===== src/artf_pkg.sv =====
// shared constants for the asynchronous transmit framer
package artf_pkg;
  // register byte offsets
  localparam logic [7:0] REG_CTRL = 8'h00;
  localparam logic [7:0] REG_STAT = 8'h04;
  localparam logic [7:0] REG_PKTS = 8'h08;
  // control register fields and reset value
  localparam int CTRL_BUS_LSB = 0;
  localparam int CTRL_PHY_LSB = 16;
  localparam int CTRL_EN_BIT = 31;
  localparam logic [31:0] CTRL_RST = 32'h0000_0000;
  // status register fields
  localparam int STAT_ERR_BIT = 0;
  localparam int STAT_BUSY_BIT = 1;
  // host control and destination quadlet fields
  localparam int SEL_BIT = 18;
  localparam int SPD_LSB = 16;
  localparam int RT_LSB = 8;
  localparam int TC_LSB = 4;
  localparam int RCODE_LSB = 12;
  localparam logic [9:0] LOCAL_BUS = 10'h3ff;
  // transaction codes handled here
  localparam logic [3:0] TC_WR_QUAD = 4'h0;
  localparam logic [3:0] TC_WR_BLK = 4'h1;
  localparam logic [3:0] TC_WR_RESP = 4'h2;
  localparam logic [3:0] TC_RD_QUAD = 4'h4;
  localparam logic [3:0] TC_RD_BLK = 4'h5;
  localparam logic [3:0] TC_RD_QRESP = 4'h6;
  localparam logic [3:0] TC_LOCK = 4'h9;
  // quadlets that follow the destination quadlet, per layout
  localparam logic [14:0] BODY_WQ = 15'h0002;
  localparam logic [14:0] BODY_RQ = 15'h0001;
  localparam logic [14:0] BODY_WR = 15'h0001;
  localparam logic [14:0] BODY_RR = 15'h0002;
  localparam logic [14:0] BODY_BLK = 15'h0002;
  typedef enum logic [1:0] {ST_CTRL, ST_DEST, ST_BODY} artf_state_t;
endpackage


===== src/artf_byte_ser.sv =====
// quadlet to byte serializer, most significant byte first
`timescale 1ns/1ps
`default_nettype none
module artf_byte_ser (
  input wire logic clk_sys,
  input wire logic rst_b,
  input wire logic [31:0] q_data,
  input wire logic q_valid,
  input wire logic q_last,
  output logic q_idle,
  output logic [7:0] byte_out,
  output logic byte_valid,
  output logic byte_last,
  input wire logic byte_ready
);
  logic [23:0] sh_r;
  logic [1:0] cnt_r;
  logic last_r;

  // load on idle, step one byte per accepted beat
  always_ff @(posedge clk_sys) begin
    if (!rst_b) begin
      sh_r <= 24'h00_0000;
      cnt_r <= 2'h0;
      last_r <= 1'b0;
      q_idle <= 1'b1;
      byte_out <= 8'h00;
      byte_valid <= 1'b0;
      byte_last <= 1'b0;
    end else if (q_idle && q_valid) begin
      byte_out <= q_data[31:24];
      sh_r <= q_data[23:0];
      cnt_r <= 2'h3;
      last_r <= q_last;
      q_idle <= 1'b0;
      byte_valid <= 1'b1;
      byte_last <= 1'b0;
    end else if (byte_valid && byte_ready) begin
      if (cnt_r != 2'h0) begin
        byte_out <= sh_r[23:16];
        sh_r <= {sh_r[15:0], 8'h00};
        cnt_r <= cnt_r - 2'h1;
        byte_last <= last_r && (cnt_r == 2'h1);
      end else begin
        byte_valid <= 1'b0;
        byte_last <= 1'b0;
        q_idle <= 1'b1;
      end
    end
  end
endmodule
`default_nettype wire


===== src/artf_tx_framer.sv =====
// asynchronous request and quadlet response transmit framer
//
// Our own choices: the register offsets and the address-and-strobe port.
`timescale 1ns/1ps
`default_nettype none
// What this block does
// - source bus from node register when select bit is 0, else 0x3FF.
// - destination ID is 10-bit bus ID above 6-bit physical ID.
// - requests carry a 48-bit offset, upper part beside source ID.
// - the response code from the host is sent in every response.
// - each packet carries the retry field given by the host.
// - tx_speed loads the host's speed at each destination quadlet, even while the prior packet's tail still goes out.
// - transaction code sets the packet type and the header layout.
module artf_tx_framer (
  input wire logic clk_sys,
  input wire logic rst_b,
  input wire logic [7:0] reg_addr,
  input wire logic [31:0] reg_wdata,
  input wire logic reg_wr,
  input wire logic reg_rd,
  output logic [31:0] reg_rdata,
  input wire logic [31:0] hq_data,
  input wire logic hq_valid,
  output logic hq_ready,
  output logic [7:0] tx_byte,
  output logic tx_byte_valid,
  output logic tx_byte_last,
  input wire logic phy_ready,
  output logic [1:0] tx_speed
);
  import artf_pkg::*;

  artf_state_t st_r, st_nxt;
  logic [31:0] ctrl_r, ctrl_q_r, pend_r, pend_nxt, hold_r, hold_nxt;
  logic pend_v_r, pend_v_nxt, pend_last_r, pend_last_nxt, hold_v_r, hold_v_nxt;
  logic [14:0] body_left_r, body_left_nxt, len_quads;
  logic blk_r, resp_r, len_seen_r, err_r, err_set, ser_idle, take, acc;
  logic [31:0] pkt_cnt_r;
  logic pkt_done;
  logic [15:0] src_id;
  logic [15:0] dec;

  // layout from transaction code: {valid, block, response, body count}
  function automatic logic [17:0] decode(input logic [3:0] tc);
    case (tc)
      TC_WR_QUAD: decode = {3'b100, BODY_WQ};
      TC_RD_QUAD: decode = {3'b100, BODY_RQ};
      TC_WR_RESP: decode = {3'b101, BODY_WR};
      TC_RD_QRESP: decode = {3'b101, BODY_RR};
      TC_WR_BLK, TC_RD_BLK, TC_LOCK: decode = {3'b110, BODY_BLK};
      default: decode = 18'h0_0000;
    endcase
  endfunction

  logic [17:0] dec_hq, dec_q;
  assign dec_hq = decode(hq_data[TC_LSB +: 4]);
  assign dec_q = decode(ctrl_q_r[TC_LSB +: 4]);
  assign dec = dec_q[15:0];
  assign acc = hq_valid && hq_ready;
  assign take = pend_v_r && ser_idle;
  // rounds byte length up to whole quadlets; padding is already in the data
  assign len_quads = 15'((17'(hq_data[31:16]) + 17'h0_0003) >> 2);
  // source bus chosen by the select bit of the control quadlet
  assign src_id = {ctrl_q_r[SEL_BIT] ? LOCAL_BUS : ctrl_r[CTRL_BUS_LSB +: 10],
                   ctrl_r[CTRL_PHY_LSB +: 6]};

  // next datapath contents: one quadlet in flight plus one held behind it
  always_comb begin
    st_nxt = st_r;
    pend_nxt = pend_r;
    pend_v_nxt = pend_v_r;
    pend_last_nxt = pend_last_r;
    hold_nxt = hold_r;
    hold_v_nxt = hold_v_r;
    body_left_nxt = body_left_r;
    err_set = 1'b0;
    pkt_done = 1'b0;
    if (take) begin
      pend_nxt = hold_r;
      pend_v_nxt = hold_v_r;
      pend_last_nxt = 1'b0;
      hold_v_nxt = 1'b0;
    end
    if (acc) begin
      case (st_r)
        ST_CTRL: begin
          if (dec_hq[17]) begin
            st_nxt = ST_DEST;
          end else begin
            err_set = 1'b1;
          end
        end
        ST_DEST: begin
          // first wire quadlet: destination ID, then label, retry, code, priority
          pend_nxt = {hq_data[31:16], ctrl_q_r[15:0]};
          pend_v_nxt = 1'b1;
          pend_last_nxt = 1'b0;
          // second: source ID, then upper offset or response code
          hold_nxt = {src_id, hq_data[15:0]};
          hold_v_nxt = 1'b1;
          body_left_nxt = dec[14:0];
          st_nxt = ST_BODY;
        end
        ST_BODY: begin
          pend_nxt = hq_data;
          pend_v_nxt = 1'b1;
          if (blk_r && !len_seen_r && body_left_r == 15'h0001) begin
            body_left_nxt = len_quads;
          end else begin
            body_left_nxt = body_left_r - 15'h0001;
          end
          pend_last_nxt = (body_left_nxt == 15'h0000);
          if (pend_last_nxt) begin
            st_nxt = ST_CTRL;
            pkt_done = 1'b1;
          end
        end
        default: st_nxt = ST_CTRL;
      endcase
    end
  end

  // framing state and datapath registers
  always_ff @(posedge clk_sys) begin
    if (!rst_b) begin
      st_r <= ST_CTRL;
      pend_r <= 32'h0000_0000;
      pend_v_r <= 1'b0;
      pend_last_r <= 1'b0;
      hold_r <= 32'h0000_0000;
      hold_v_r <= 1'b0;
      body_left_r <= 15'h0000;
      hq_ready <= 1'b0;
    end else begin
      st_r <= st_nxt;
      pend_r <= pend_nxt;
      pend_v_r <= pend_v_nxt;
      pend_last_r <= pend_last_nxt;
      hold_r <= hold_nxt;
      hold_v_r <= hold_v_nxt;
      body_left_r <= body_left_nxt;
      // stall the host while anything waits for the serializer
      hq_ready <= ctrl_r[CTRL_EN_BIT] && !pend_v_nxt && !hold_v_nxt;
    end
  end

  // per-packet fields caught from the control quadlet
  always_ff @(posedge clk_sys) begin
    if (!rst_b) begin
      ctrl_q_r <= 32'h0000_0000;
      blk_r <= 1'b0;
      resp_r <= 1'b0;
      len_seen_r <= 1'b0;
      tx_speed <= 2'h0;
    end else if (acc) begin
      if (st_r == ST_CTRL) begin
        ctrl_q_r <= hq_data;
        blk_r <= dec_hq[16];
        resp_r <= dec_hq[15];
      end
      if (st_r == ST_DEST) begin
        tx_speed <= ctrl_q_r[SPD_LSB +: 2];
        len_seen_r <= 1'b0;
      end
      if (st_r == ST_BODY && blk_r && body_left_r == 15'h0001) begin
        len_seen_r <= 1'b1;
      end
    end
  end

  // register writes, error flag and packet counter
  always_ff @(posedge clk_sys) begin
    if (!rst_b) begin
      ctrl_r <= CTRL_RST;
      err_r <= 1'b0;
      pkt_cnt_r <= 32'h0000_0000;
    end else begin
      if (reg_wr && reg_addr == REG_CTRL) begin
        ctrl_r <= reg_wdata;
      end
      // a new error beats a clear in the same cycle
      if (err_set) begin
        err_r <= 1'b1;
      end else if (reg_wr && reg_addr == REG_STAT && reg_wdata[STAT_ERR_BIT]) begin
        err_r <= 1'b0;
      end
      if (pkt_done) begin
        pkt_cnt_r <= pkt_cnt_r + 32'h0000_0001;
      end
    end
  end

  // read data stand for one cycle only; unmapped reads give zero
  always_ff @(posedge clk_sys) begin
    if (!rst_b) begin
      reg_rdata <= 32'h0000_0000;
    end else if (reg_rd) begin
      case (reg_addr)
        REG_CTRL: reg_rdata <= ctrl_r;
        REG_STAT: reg_rdata <= {30'h0000_0000,
                                (st_r != ST_CTRL) || pend_v_r || hold_v_r, err_r};
        REG_PKTS: reg_rdata <= pkt_cnt_r;
        default: reg_rdata <= 32'h0000_0000;
      endcase
    end else begin
      reg_rdata <= 32'h0000_0000;
    end
  end

  artf_byte_ser u_ser (
    .clk_sys(clk_sys),
    .rst_b(rst_b),
    .q_data(pend_r),
    .q_valid(pend_v_r),
    .q_last(pend_last_r),
    .q_idle(ser_idle),
    .byte_out(tx_byte),
    .byte_valid(tx_byte_valid),
    .byte_last(tx_byte_last),
    .byte_ready(phy_ready)
  );
endmodule
`default_nettype wire


===== config.mk =====
export PLATFORM = sky130hd
export DESIGN_NAME = artf_tx_framer
export DESIGN_NICKNAME = d
export VERILOG_FILES = /design/src/artf_pkg.sv /design/src/artf_byte_ser.sv /design/src/artf_tx_framer.sv
export SDC_FILE = /design/constraint.sdc
export NUM_CORES = 1
export LEC_CHECK = 0
export BUFFER_PORTS_ARGS = -buffer_cell sky130_fd_sc_hd__buf_2
export CAP_MARGIN = 40
export CORE_ASPECT_RATIO = 0.75
export CORE_MARGIN = 5
export CORE_UTILIZATION = 39
export CTS_CLUSTER_SIZE = 40
export DETAILED_ROUTE_END_ITERATION = 12
export GPL_TIMING_DRIVEN = 0
export MAX_ROUTING_LAYER = met4
export PLACE_DENSITY = 0.65
export RECOVER_POWER = 50
export SKIP_LAST_GASP = 1
export SLEW_MARGIN = 10
export SYNTH_ARGS = -nofsm -noshare
export SYNTH_HDL_FRONTEND = slang
export SYNTH_HIERARCHICAL = 1
export SYNTH_SLANG_ARGS = --single-unit

===== constraint.sdc =====
create_clock -name clk_sys -period 9.1 [get_ports clk_sys]
set_input_delay 0.455 -clock clk_sys [delete_from_list [all_inputs] [get_ports clk_sys]]
set_output_delay 0.455 -clock clk_sys [all_outputs]
set_load 0.01 [all_outputs]

## Yosys cells after proc, flatten, opt, wreduce, memory -nomap -nowiden

Index checks and enable logic that the tools add are counted.

- Output and inout port bits: 45
- Word-level logic and storage cells: 140
- Bits in registers: 243

- Add/subtract/negate cells: 4
- Bitwise logic cells: 1
- Eq/ne operators: 21
- Reduce and logical (&&, ||, !) cells: 42
- Mux-type cells: 49

Operators by type and width:

| kind | count |
|---|---|
| $pmux 32 s3 | 1 |
| $pmux 18 s5 | 1 |
| $mux 24 | 3 |
| $mux 32 | 2 |
| $pmux 32 s2 | 1 |
| $mux 15 | 3 |
| $add 32x1->32 const B | 1 |
| $pmux 15 s2 | 1 |
| $mux 1 | 25 |
| $eq 4x3->1 const B | 6 |
| $mux 8 | 3 |
| $add 16x2->17 const B | 1 |
| $eq 15x1->1 const B | 1 |
| $logic_not 15->1 | 1 |
| $sub 15x1->15 const B | 1 |
| $reduce_and 2->1 | 7 |
| $reduce_bool 2->1 | 7 |
| $logic_and 1x1->1 | 13 |
| $mux 10 | 1 |
| $mux 2 | 5 |
| $pmux 2 s5 | 1 |
| $eq 4x1->1 const B | 2 |
| $eq 4x2->1 const B | 2 |
| $eq 4x4->1 const B | 2 |
| 17 further kinds | 26 |

## Logic depth before layout (Yosys ltp)

- Word-level depth: 10
- Gate-level depth with buffers: 13
- Depth with buffers taken out: 10

## Hierarchy

The synthesis kept the hierarchy.

Modules (own cells, without submodules):

| module | sequential area each (um^2) | cells each | instances | area each (um^2) |
|---|---|---|---|---|
| artf_tx_framer | 4,103.9 | 1,166 | 1 | 9,521.6 |
| artf_byte_ser | 760.7 | 200 | 1 | 1,605.3 |

## Least setup slack after synthesis

OpenSTA, ideal clock, no wires.

- Kind: register to register
- From: reg body_left_r[0]
- To: reg pkt_cnt_r[4]
- Data arrival time: 2.774 ns
- Path buffers: 2
- Stages on the path, launching flop included: 13
- Setup slack: 6.198 ns
- Clock period less this slack: 2.902 ns
- Path through: dfxtp_1 inv_1 ha_1 nor3b_2 and4_1 nor3_1 o32ai_1 o2111ai_1 or4_1 buf_2 clkbuf_1 o211ai_1 o31ai_1

- Cells in the longest elaborated chain, start to end: 9
- Elaborated cells between the ends (all ways): 10

Ends and longest elaborated chain:

| item | line | RTL |
|---|---|---|
| from (decl) | artf_tx_framer.sv:36 | `logic [14:0] body_left_r, body_left_nxt, len_quads;` |
| from (signal assigned) | artf_tx_framer.sv:141 | `body_left_r <= body_left_nxt;` |
| parallel branches: the longest is 2 deep, another holds $sub 15x1->15 | - |  |
| $mux 15 * | artf_tx_framer.sv:107 | `if (blk_r && !len_seen_r && body_left_r == 15'h0001) begin` |
| $mux 15 * | artf_tx_framer.sv:85 | `case (st_r)` |
| $mux 15 * | artf_tx_framer.sv:84 | `if (acc) begin` |
| $logic_not 15->1 * | artf_tx_framer.sv:112 | `pend_last_nxt = (body_left_nxt == 15'h0000);` |
| $mux 1 * | artf_tx_framer.sv:113 | `if (pend_last_nxt) begin` |
| $mux 1 * | artf_tx_framer.sv:85 |  |
| $mux 1 * | artf_tx_framer.sv:84 |  |
| to (signal assigned) | artf_tx_framer.sv:188 | `pkt_cnt_r <= pkt_cnt_r + 32'h0000_0001;` |
| to (decl) | artf_tx_framer.sv:38 | `logic [31:0] pkt_cnt_r;` |

Every way passes the cells marked *. The select of a mux whose other input is x is not followed.
A chain may end at the register's enable or synchronous reset.

## Worst setup path in the final report

- From: reg body_left_r[0]
- To: reg pkt_cnt_r[6]

The elaborated chain is that of the path after synthesis.

==> summary.md <==
| Metric | Value |
|---|---|
| Outcome | completed |
| Pwr/cell area | 175 nW/um^2 |
| Critical path startpoint category | flip-flop |
| Post-synthesis cell type count | 66 |
| Post-Syn Area per Cell | 8.15 um^2 |
| Min Hold Slack | 0.156 ns |
| Largest net degree at the start of global routing | 14 |
| WL per Instance | 18.2 um |
| Horiz. Die Dim | 205 um |
| Post-route setup slack | 5.17 ns |
| DRT Pass-1 Iters | 5 |
| Post-Route Setup TNS | 0 ns |
| Final wirelength | 34900 um |
| Synth Instances | 1366 |
| RSZ-0062 raised after global routing | no |
| Largest area contributor in the netlist | dfxtp_1 |
| Final period utilization | 43.2% |
| Rel. slew slack | 48.2% |
| Worst IR Drop VDD | 0.125 mV |
| CTS tree | done |
| Vias per cell | 5.43 |
| Leakage power | 4.59 nW |
| Global-route wire length before repair | 54300 um |
| Final nets | 1601 |
| GPL Wtd Cong | 0.938 |
| # DRC | 0 |
| Fin. max-slew vios | 0 |
| Number of enable flip-flop cells after synthesis | 0 |
| Clock power share | 49.5% |
| Top-area cell type share of the netlist area | 43.7% |
| CORE AREA | 28100 um^2 |
| Slew @ Worst Pin | 0.778 ns |
| Gate power share | 3.8% |
| Place WS | 5.30 ns |
| Most common cell in the netlist | nand2_1 |
| Synth Net Count | 1452 |
| GRT Overall Usage | 21.7% |
| Worst clock skew | 0.0261 ns |
| Final ANT Viol Nets | 0 |
| Switching power | 493 uW |
| Die area | 32000 um^2 |
| DP Area | 12200 um^2 |
| Num ports | 123 |
| Crit. End Element | flip-flop |
| Clk_lat worst skew | 0.55 ns |
| CTS hold repair buffers | 0 |
| GRT overflow | 0 |
| Post-CTS Setup Bufs | 0 |
| Port Buffers | 119 |
| Clk sinks | 243 |
| Sequential Power Share | 46.7% |
| Sequential share of the synthesized area | 43.7% |
| Post-CTS sizing | 0 |
| Max-cap violations | 0 |
| Post-route minimum period | 3.93 ns |
| Worst EP arrival | 4.34 ns |
| Mapped Area | 11100 um^2 |
| Row Count | 53 |
| CTS max path bufs | 3 |
| Share of layout cells above drive strength 1 | 8.81% |
| Asr flop ratio synth | 0% |
| Yosys reg bits | 243 |
| Register clock-pin slew on the reported worst setup and hold paths | 0.06 ns |
| Top_reg_cell synth | dfxtp_1 |
| Initial antenna violation count | 2 |
| WP data required | 9.51 ns |
| Initial core utilization | 39.7% |
| Top cells by area, synth | dfxtp_1 (44%), nand2_1 (12%), a21boi_0 (6.4%) |
| Area growth syn-to-layout | 17.1% |
| Final hold vios | 0 |
| Iteration-0 DRC Markers | 914 |
| Design area | 13000 um^2 |
| Max Clock Freq | 255 MHz |
| DP HPWL | 26100 um |
| Final setup vio count | 0 |
| Synth cell count leaders | nand2_1 (342), dfxtp_1 (243), a21boi_0 (95), clkbuf_1 (82), nor2_1 (70) |
| Die Ht | 156 um |
| Yosys warnings | 6 |
| Final Core Density | 46.4% |
| Worst min path class | primary input to flip-flop |
| Number of global-route vias before repair | 9772 |
| CP max FO | 10 |
| Internal power | 1.79 mW |
| R2R setup slack | 5.17 ns |
| CTS Buf Count | 26 |
| H-tree depth | 1 |
| Sw frac | 21.6% |
| Via count | 10419 |
| CP Class | flip-flop to flip-flop |
| Root buf cell | clkbuf_16 |
## path summary, 6_finish.rpt
kind / start / endpoint / depth (start not counted)
worst max-delay path: body_left_r[0]$_SDFFE_PN0P_ / pkt_cnt_r[6]$_SDFFE_PN0P_ / 12
worst min-delay path: reg_wdata[15] / ctrl_r[15]$_SDFFE_PN0P_ / 3
worst max register to register: body_left_r[0]$_SDFFE_PN0P_ / pkt_cnt_r[6]$_SDFFE_PN0P_ / 12
worst min register to register: hold_r[12]$_SDFFE_PN0P_ / hold_r[12]$_SDFFE_PN0P_ / 2
## layout make-up
class | count | area [um^2]
Fill cell | 2804 | 15000
Multi-Input combinational cell | 1002 | 5740
Sequential cell | 243 | 4860
Clock buffer | 34 | 711
Timing Repair Buffer | 121 | 548
Tap cell | 385 | 482
Buffer | 100 | 408
Clock inverter | 11 | 191
Inverter | 21 | 78.8
Antenna cell | 1 | 2.50
## worst max-delay path, cell delays in order, from the launching register on
cell       delay [ns]
dfxtp_1          0.38
inv_1            0.14
ha_1             0.27
nor3b_2          0.53
and4_1           0.29
nor3_1           0.08
o32ai_1          0.34
o2111ai_1        0.35
or4_1            0.57
buf_2            0.20
clkbuf_1         0.30
o211ai_1         0.25
o31ai_1          0.09
## cells by family after synthesis
| group | after synthesis | synth area share (%) |
|---|---|---|
| AOI/OAI and AO/OA | 316 | 19.8 |
| and+or+nand+nor | 618 | 25.7 |
| buffers and inverters | 121 | 4.69 |
| xor gates and xnor gates | 21 | 1.65 |
| adders and majority gates | 8 | 0.900 |
| muxes | 39 | 3.51 |
| DFF | 243 | 43.7 |
## power groups by stage
stage          Clock (mW)  Sequential, mW  Combinational, mW
4_1_cts              1.15            1.06             0.0856
3_3_place_gp            0            1.09             0.0846
2_1_floorplan           0            1.09             0.0403
6_report             1.13            1.06             0.0869
5_1_grt              1.20            1.06             0.0926
3_5_place_dp            0            1.09             0.0852
## placed cells by master, fill, tap and decap left out, drive strengths merged, types with 11 or more instances in the layout
master	count
a21boi	95
a21oi	45
a221o	16
a31oi	26
and3	25
buf	86
clkbuf	169
dfxtp	243
inv	21
mux2i	39
nand2	342
nand2b	22
nand3	42
nor2	70
nor2b	29
nor3	26
nor3b	13
nor4	11
o211ai	18
o21ai	50
o31ai	16
xnor2	15
## layer usage
| layer | track usage, % | up-vias | wire length [um] |
|---|---|---|---|
| met5 | - | - | 0 |
| met4 | 4.46 | 0 | 724 |
| met3 | 4.02 | 48 | 2750 |
| met2 | 31.3 | 393 | 14500 |
| met1 | 31.7 | 4931 | 16900 |
| li1 | - | 5047 | - |
## state kept, by name, indices dropped and copies added (netlist names), 2 cells and up
register	cells
body_left_r	15
ctrl_q_r	19
ctrl_r	32
hold_r	32
pend_r	32
pkt_cnt_r	32
reg_rdata	32
st_r	2
tx_speed	2
u_ser/byte_out	8
u_ser/cnt_r	2
u_ser/sh_r	24
## stage by stage
step	power, mW	instances
floorplan	1.13	1366
global placement	1.17	1870
detailed placement	1.17	1871
CTS	2.30	1916
global route	2.35	1918
finish	2.28	1918
No activity file was read; power rests on OpenSTA's default activity.
